<file path="src/core/ext_bus_pkg.sv">
// Operation
// RULE_01 - Read-modify-write port operands come from latch.
// RULE_02 - Bit operations rewrite whole latch byte.
// RULE_03 - Plain port reads return pin levels; portSel 1 reads 8'hff instead.
// RULE_04 - Separate fetch, data read, data write strobes.
// RULE_05 - Fetch 16-bit; data 16 or 8 bit.
// RULE_06 - High port drives address, latch untouched.
// RULE_07 - High port latch reappears after data cycle.
// RULE_08 - Byte pointer cycle keeps latch on pins.
// RULE_09 - Low port multiplexes address and data, push-pull.
// RULE_10 - Low address valid at strobe falling edge.
// RULE_11 - Write data surrounds the write strobe.
// RULE_12 - Read data sampled before strobe release.
// RULE_13 - External access loads ones into low latch.
// RULE_14 - Software avoids low latch writes during fetch.
// RULE_15 - External fetch when select active or beyond limit.
// RULE_16 - Boards without code memory hold select low.
// RULE_17 - High port emits counter upper byte on fetch.
// RULE_18 - Data strobes reach pins only if latch bit set.
package ext_bus_pkg;
	localparam logic [7:0]  PORT_RESET     = 8'hff;
	localparam logic [15:0] ROM_LIMIT_SMALL = 16'h0fff;
	localparam logic [15:0] ROM_LIMIT_LARGE = 16'h1fff;
	localparam int          WR_BIT         = 6;
	localparam int          RD_BIT         = 7;
	localparam logic [2:0]  PH_ADDR        = 3'h0;
	localparam logic [2:0]  PH_LAST        = 3'h5;

	typedef enum logic [1:0] {
		ACC_FETCH,
		ACC_READ,
		ACC_WRITE
	} acc_kind_t;

	typedef enum {
		IDLE,
		BUSY
	} bus_state_t;
endpackage

</file>
<file path="src/core/ext_memory_bus.sv">
module ext_memory_bus
	import ext_bus_pkg::*;
(
	input  wire logic        mclk,
	input  wire logic        reset,
	input  wire logic        largePart,
	input  wire logic        extAccessSelectN,
	input  wire logic [15:0] pc,
	input  wire logic        accStart,
	input  wire logic [1:0]  accKind,
	input  wire logic        accWide,
	input  wire logic [15:0] accAddr,
	input  wire logic [7:0]  accWrData,
	output logic             accBusy,
	output logic             accDone,
	output logic [7:0]       accRdData,
	output logic             fetchExternal,
	input  wire logic [1:0]  portSel,
	input  wire logic        portRmw,
	input  wire logic        portWrite,
	input  wire logic        portBitOp,
	input  wire logic [2:0]  portBitIdx,
	input  wire logic        portBitVal,
	input  wire logic [7:0]  portWrData,
	output logic [7:0]       portRdData,
	input  wire logic [7:0]  lowPortIn,
	output logic [7:0]       lowPortOut,
	output logic [7:0]       lowPortOeN,
	input  wire logic [7:0]  highPortIn,
	output logic [7:0]       highPortOut,
	output logic [7:0]       highPortStrongN,
	input  wire logic [7:0]  ctrlPortIn,
	output logic [7:0]       ctrlPortOut,
	output logic             addressLatchStrobe,
	output logic             programFetchStrobeN
);
	logic [7:0] lowLatch_q, highLatch_q, ctrlLatch_q, auxLatch_q;
	logic [7:0] lowSync1_q, lowSync_q, highSync1_q, highSync_q, ctrlSync1_q, ctrlSync_q;
	bus_state_t state_q;
	logic [2:0]  phase_q;
	acc_kind_t   kind_q;
	logic        wide_q;
	logic [15:0] addr_q;
	logic [7:0]  wdata_q, rdata_q, lowOut_q, highOut_q;
	logic        lowDrive_q, highDrive_q, ale_q, fetchN_q, rdN_q, wrN_q, done_q;

	function automatic logic [7:0] setBit(input logic [7:0] b, input logic [2:0] i,
		input logic v);
		logic [7:0] r;
		r = b;
		r[i] = v;
		return r;
	endfunction

	wire logic [7:0] selLatch = (portSel == 2'h0) ? lowLatch_q :
		(portSel == 2'h1) ? auxLatch_q : (portSel == 2'h2) ? highLatch_q : ctrlLatch_q;
	wire logic [7:0] selPin = (portSel == 2'h0) ? lowSync_q :
		(portSel == 2'h1) ? 8'hff : (portSel == 2'h2) ? highSync_q : ctrlSync_q;
	wire logic [15:0] romLimit = largePart ? ROM_LIMIT_LARGE : ROM_LIMIT_SMALL;
	wire logic [7:0] newByte = portBitOp ? setBit(selLatch, portBitIdx, portBitVal) // RULE_02
		: portWrData;
	wire logic startOk = accStart && (state_q == IDLE);

	assign portRdData = portRmw ? selLatch : selPin; // RULE_01 RULE_03
	assign fetchExternal = !extAccessSelectN || (pc > romLimit); // RULE_15
	assign accBusy = (state_q == BUSY);
	assign accDone = done_q;
	assign accRdData = rdata_q;
	assign lowPortOut = lowDrive_q ? lowOut_q : 8'h00;
	assign lowPortOeN = lowDrive_q ? 8'h00 : lowLatch_q; // RULE_09
	assign highPortOut = highDrive_q ? highOut_q : highLatch_q; // RULE_06 RULE_07 RULE_08
	assign highPortStrongN = highDrive_q ? ~highOut_q : 8'hff; // RULE_17
	assign ctrlPortOut = {ctrlLatch_q[RD_BIT] & rdN_q, ctrlLatch_q[WR_BIT] & wrN_q, // RULE_18
		ctrlLatch_q[5:0]};
	assign addressLatchStrobe = ale_q;
	assign programFetchStrobeN = fetchN_q; // RULE_04

	always_ff @(posedge mclk or posedge reset) begin
		if (reset) begin
			lowSync1_q <= 8'h00;
			lowSync_q <= 8'h00;
			highSync1_q <= 8'h00;
			highSync_q <= 8'h00;
			ctrlSync1_q <= 8'h00;
			ctrlSync_q <= 8'h00;
		end else begin
			lowSync1_q <= lowPortIn;
			lowSync_q <= lowSync1_q;
			highSync1_q <= highPortIn;
			highSync_q <= highSync1_q;
			ctrlSync1_q <= ctrlPortIn;
			ctrlSync_q <= ctrlSync1_q;
		end
	end

	// Port latches; the high latch is never touched by bus cycles.
	always_ff @(posedge mclk or posedge reset) begin
		if (reset) begin
			lowLatch_q <= PORT_RESET;
			auxLatch_q <= PORT_RESET;
			highLatch_q <= PORT_RESET;
			ctrlLatch_q <= PORT_RESET;
		end else begin
			if (portWrite && portSel == 2'h1)
				auxLatch_q <= newByte;
			if (portWrite && portSel == 2'h2)
				highLatch_q <= newByte;
			if (portWrite && portSel == 2'h3)
				ctrlLatch_q <= newByte;
			if (startOk)
				lowLatch_q <= PORT_RESET; // RULE_13
			else if (portWrite && portSel == 2'h0)
				lowLatch_q <= newByte;
		end
	end

	// Bus cycle: phase 0 address with strobe high, 1 strobe falls, 1..4 fetch/read strobe, 3..4 write strobe, 5 ends.
	always_ff @(posedge mclk or posedge reset) begin
		if (reset) begin
			state_q <= IDLE;
			phase_q <= PH_ADDR;
			kind_q <= ACC_FETCH;
			wide_q <= 1'b0;
			addr_q <= 16'h0000;
			wdata_q <= 8'h00;
		end else begin
			case (state_q)
				IDLE: begin
					if (accStart) begin
						state_q <= BUSY;
						phase_q <= PH_ADDR;
						kind_q <= acc_kind_t'(accKind);
						wide_q <= accWide || (accKind == 2'h0); // RULE_05
						addr_q <= accAddr;
						wdata_q <= accWrData;
					end
				end
				BUSY: begin
					if (phase_q == PH_LAST)
						state_q <= IDLE;
					phase_q <= phase_q + 3'h1;
				end
				default: state_q <= IDLE;
			endcase
		end
	end

	wire logic busy = (state_q == BUSY);
	wire logic strobePh = busy && phase_q >= 3'h2 && phase_q <= 3'h4;

	always_ff @(posedge mclk or posedge reset) begin
		if (reset) begin
			lowOut_q <= 8'h00;
			lowDrive_q <= 1'b0;
			highOut_q <= 8'h00;
			highDrive_q <= 1'b0;
			ale_q <= 1'b0;
			fetchN_q <= 1'b1;
			rdN_q <= 1'b1;
			wrN_q <= 1'b1;
			rdata_q <= 8'h00;
			done_q <= 1'b0;
		end else begin
			ale_q <= startOk; // RULE_10
			lowDrive_q <= startOk || (busy && phase_q == PH_ADDR) ||
				(busy && kind_q == ACC_WRITE && phase_q < PH_LAST); // RULE_11
			lowOut_q <= startOk ? accAddr[7:0] : (busy && phase_q == PH_ADDR) ? addr_q[7:0] :
				wdata_q; // RULE_09
			highDrive_q <= startOk ? (accWide || accKind == 2'h0) :
				(busy && phase_q != PH_LAST && wide_q); // RULE_06
			highOut_q <= startOk ? accAddr[15:8] : addr_q[15:8];
			fetchN_q <= !((busy && phase_q <= 3'h3) && kind_q == ACC_FETCH);
			rdN_q <= !((busy && phase_q <= 3'h3) && kind_q == ACC_READ);
			wrN_q <= !(strobePh && phase_q != 3'h4 && kind_q == ACC_WRITE); // RULE_11
			if (busy && phase_q == 3'h4 && kind_q != ACC_WRITE)
				rdata_q <= lowSync_q; // RULE_12
			done_q <= busy && phase_q == 3'h4;
		end
	end
endmodule

</file>
<file path="config.mk">
export PLATFORM = sky130hd
export DESIGN_NAME = ext_memory_bus
export DESIGN_NICKNAME = d
export VERILOG_FILES = /design/src/core/ext_bus_pkg.sv /design/src/core/ext_memory_bus.sv
export SDC_FILE = /design/constraint.sdc
export NUM_CORES = 1
export LEC_CHECK = 0
export ABC_AREA = 1
export BUFFER_PORTS_ARGS = -buffer_cell sky130_fd_sc_hd__clkbuf_2
export CORE_ASPECT_RATIO = 1.4
export CORE_MARGIN = 2
export CORE_UTILIZATION = 52
export CTS_CLUSTER_SIZE = 10
export DETAILED_ROUTE_END_ITERATION = 6
export HOLD_SLACK_MARGIN = 0.08
export PLACE_DENSITY_LB_ADDON = 0.3
export SLEW_MARGIN = 40
export SYNTH_ARGS = -nofsm -noshare
export SYNTH_HDL_FRONTEND = slang
export SYNTH_SLANG_ARGS = --single-unit
</file>
<file path="constraint.sdc">
create_clock -name mclk -period 8.4 [get_ports mclk]
set_input_delay 0.42 -clock mclk [delete_from_list [all_inputs] [get_ports mclk]]
set_output_delay 0.42 -clock mclk [all_outputs]
set_load 0.01 [all_outputs]
</file>
==> run metrics <==
max_slew headroom=56.4%; CP Buf/Inv Count=3; Mapped Nets=771; placer congestion estimate=0.964; largest net degree at the start of global routing=94; crit path kind=primary input to output port; critical path's most frequent cell=nand2_1; GRT Util Overall=26.8%; Yosys reg bits=142; crit-path cells=clkbuf_2 -> inv_2 -> nand2_4 -> nand2_1 -> nand3_1 -> nand2_1 -> nand2_1 -> a32oi_1 -> clkbuf_2; Final nets=916; Register Area=3600 um^2; Buffers on Ports=149; setup bufs post-CTS=0; Ant. Diodes=0; Post-route DRC=0; Pwr per Cell Area=331 nW/um^2; Synth Area per Inst=8.82 um^2; status=finished clean; CP max stage delay=330 ps; clock sink count=142; vias in the first global route=5031; Die X=94.5 um; final-report hold violation count=0; worst hold-check path type=primary input to asynchronous set/reset pin; setup violators final=0; CP Data Required Time=7980 ps; Die ar.=12400 um^2; post-route clock period utilization=27.6%; clock slew at reported path FFs=70 ps; RSZ-0062 raised after global routing=no; GRT Residual Overflow=0; crit path capture type=output port; leakage=3.95 nW; Worst Path Arrival=1900 ps; Setup Skew=8.83 ps; I/O Pins=150; DIE HEIGHT=131 um; post-cts resize count=0; initial antenna violation count=0; DRT Wirelength=15700 um; CP max-delay cell=inv_2; Filler cells=979; maximum fanout along the worst path=18; first-pass GRT wire length=24800 um; DR pass1 iterations=5; CP Launch Type=primary input; max reg flops=16; unique cell type count in the Yosys netlist=29; DP HPWL=11300 um; Rows=46; initial drt markers=276; Mapped Area=5960 um^2; clock latency at the later pin of the worst-skew pair=410 ps; Synth Instances=676; P&R area growth vs syn=23.3%; CTS buffer count=17; Routed Antenna Nets=0; Least-Margin Pin Slew=653 ps; register area share after synthesis=60.3%; DR WL/cell=16.0 um; share of cells above drive strength 1=28.3%; CTS tree=yes; minimum clock period=2320 ps; Post-CTS Hold Fix Bufs=0; fmax=431 MHz; Std-Cell Core Area=11300 um^2; setup TNS=0 ps; synth warn=0; maxcap violations=0; H-Tree Depth=4; Largest Register=addr_q; hold slack=105 ps; Vias=5081; post-detailed-route via-to-cell ratio=5.20; Largest delay share family, worst path=buffers and inverters; area of the multi-input gates=1970 um^2; CTS Buffer Depth=2; CTS root buffer=clkbuf_16; Peak VDD IR=187 uV; fin. max-slew vios=0; Starting Density=52.9%
[cells in the mapped netlist]
cell type,instances,share of area [%]
nand2_1,274,17
dfrtp_1,107,45
inv_1,63,4.0
o21ai_0,36,3.0
dfstp_2,35,15
nand3_1,32,2.7
nor2_1,25,1.6
o21ai_1,22,1.8
a21oi_1,17,1.4
buf_4,9,1.1
a32oi_1,8,1.2
clkbuf_1,8,0.50
buf_2,6,0.50
ha_1,6,1.3
inv_2,6,0.38
nor2_2,4,0.42
nand2_4,2,0.38
nand4_1,2,0.21
nor3_1,2,0.17
nor3_4,2,0.55
nor4_1,2,0.21
a211o_1,1,0.15
buf_1,1,0.063
clkbuf_2,1,0.084
clkinv_1,1,0.063
nand2_2,1,0.10
nor4_4,1,0.36
o211ai_1,1,0.13
o22ai_1,1,0.10
[report_power, final]
group	internal, mW	switching [mW]
Combinational	0.236	0.429
Clock	0.419	0.317
Sequential	0.913	0.123
[through the flow]
| stage | util [%] | total power [mW] | setup WS (ps) | area (um^2) | cells |
|---|---|---|---|---|---|
| final | 65.2 | 2.44 | 6080 | 7350 | 978 |
| after global routing | 65.2 | 2.59 | 5960 | 7350 | 978 |
| after CTS | 65.2 | 2.45 | 6100 | 7350 | 978 |
| after detailed placement | 60.1 | 1.70 | 6100 | 6780 | 946 |
| after global placement | 60.1 | 1.67 | 6120 | 6780 | 946 |
| after floorplan | - | 1.44 | 4230 | 5960 | 676 |
[cell families after synthesis]
group           count (synthesis)  share of synthesized area (%)
compound gates                 86                           7.85
buf+inv                        95                           6.69
flops                         142                           60.3
fa+ha+maj                       6                           1.26
simple gates                  347                           23.9
[cell type report]
type	instances	area share, %
clock buffers	17	5.79
clock inverters	15	2.02
inverters	70	3.68
multi-input cells	439	26.8
flip-flops and latches	142	48.9
well taps	144	2.45
repair buffers	151	10.3
[final timing paths]
kind | startpoint | endpoint | slack [ps] | cells after the start
max in group asynchronous | reset | lowOut_q[6]$_DFF_PP0_ | 7190 | 3
hold / removal | reset | ctrlSync_q[5]$_DFF_PP0_ | 100 | 2
setup reg to reg | state_q[0]$_DFFE_PP0P_ | lowOut_q[7]$_DFF_PP0_ | 6360 | 7
hold reg to reg | highSync1_q[6]$_DFF_PP0_ | highSync_q[6]$_DFF_PP0_ | 340 | 0
min in group mclk | lowPortIn[5] | lowSync1_q[5]$_DFF_PP0_ | 110 | 1
setup / recovery | portSel[0] | portRdData[2] | 6080 | 9
[cell usage in the layout (no fill, tap or decap), types with 2 or more instances in the layout]
cell       instances
nand4_1            2
nor3_1             2
nand2_1          274
dfrtp_1          107
a32oi_1            8
dfstp_2           35
clkinv_2           2
nand2_4            2
nor2_2             5
buf_4              2
inv_8              3
nor3_4             2
clkbuf_16         17
inv_1             62
a21oi_1           17
nor2_1            24
nand3_1           32
nor4_1             2
inv_2              6
inv_6              8
clkbuf_2         149
o21ai_1           22
ha_1               6
o21ai_0           36
[worst register-to-register path: cells and delay by family (launching register included)]
kind	cells	cell delay, ps
compound gates	3	330
buf+inv	2	760
flops	1	480
simple gates	2	330
[layer usage]
metal,track usage (%),share of wire [%],routed length [um]
met5,0,0,0
met4,11.3,3.3,517
met3,4.87,6.1,958
met2,47.5,53,8240
met1,32.2,38,5970
Note: power is estimated with default switching activity, not from simulation.
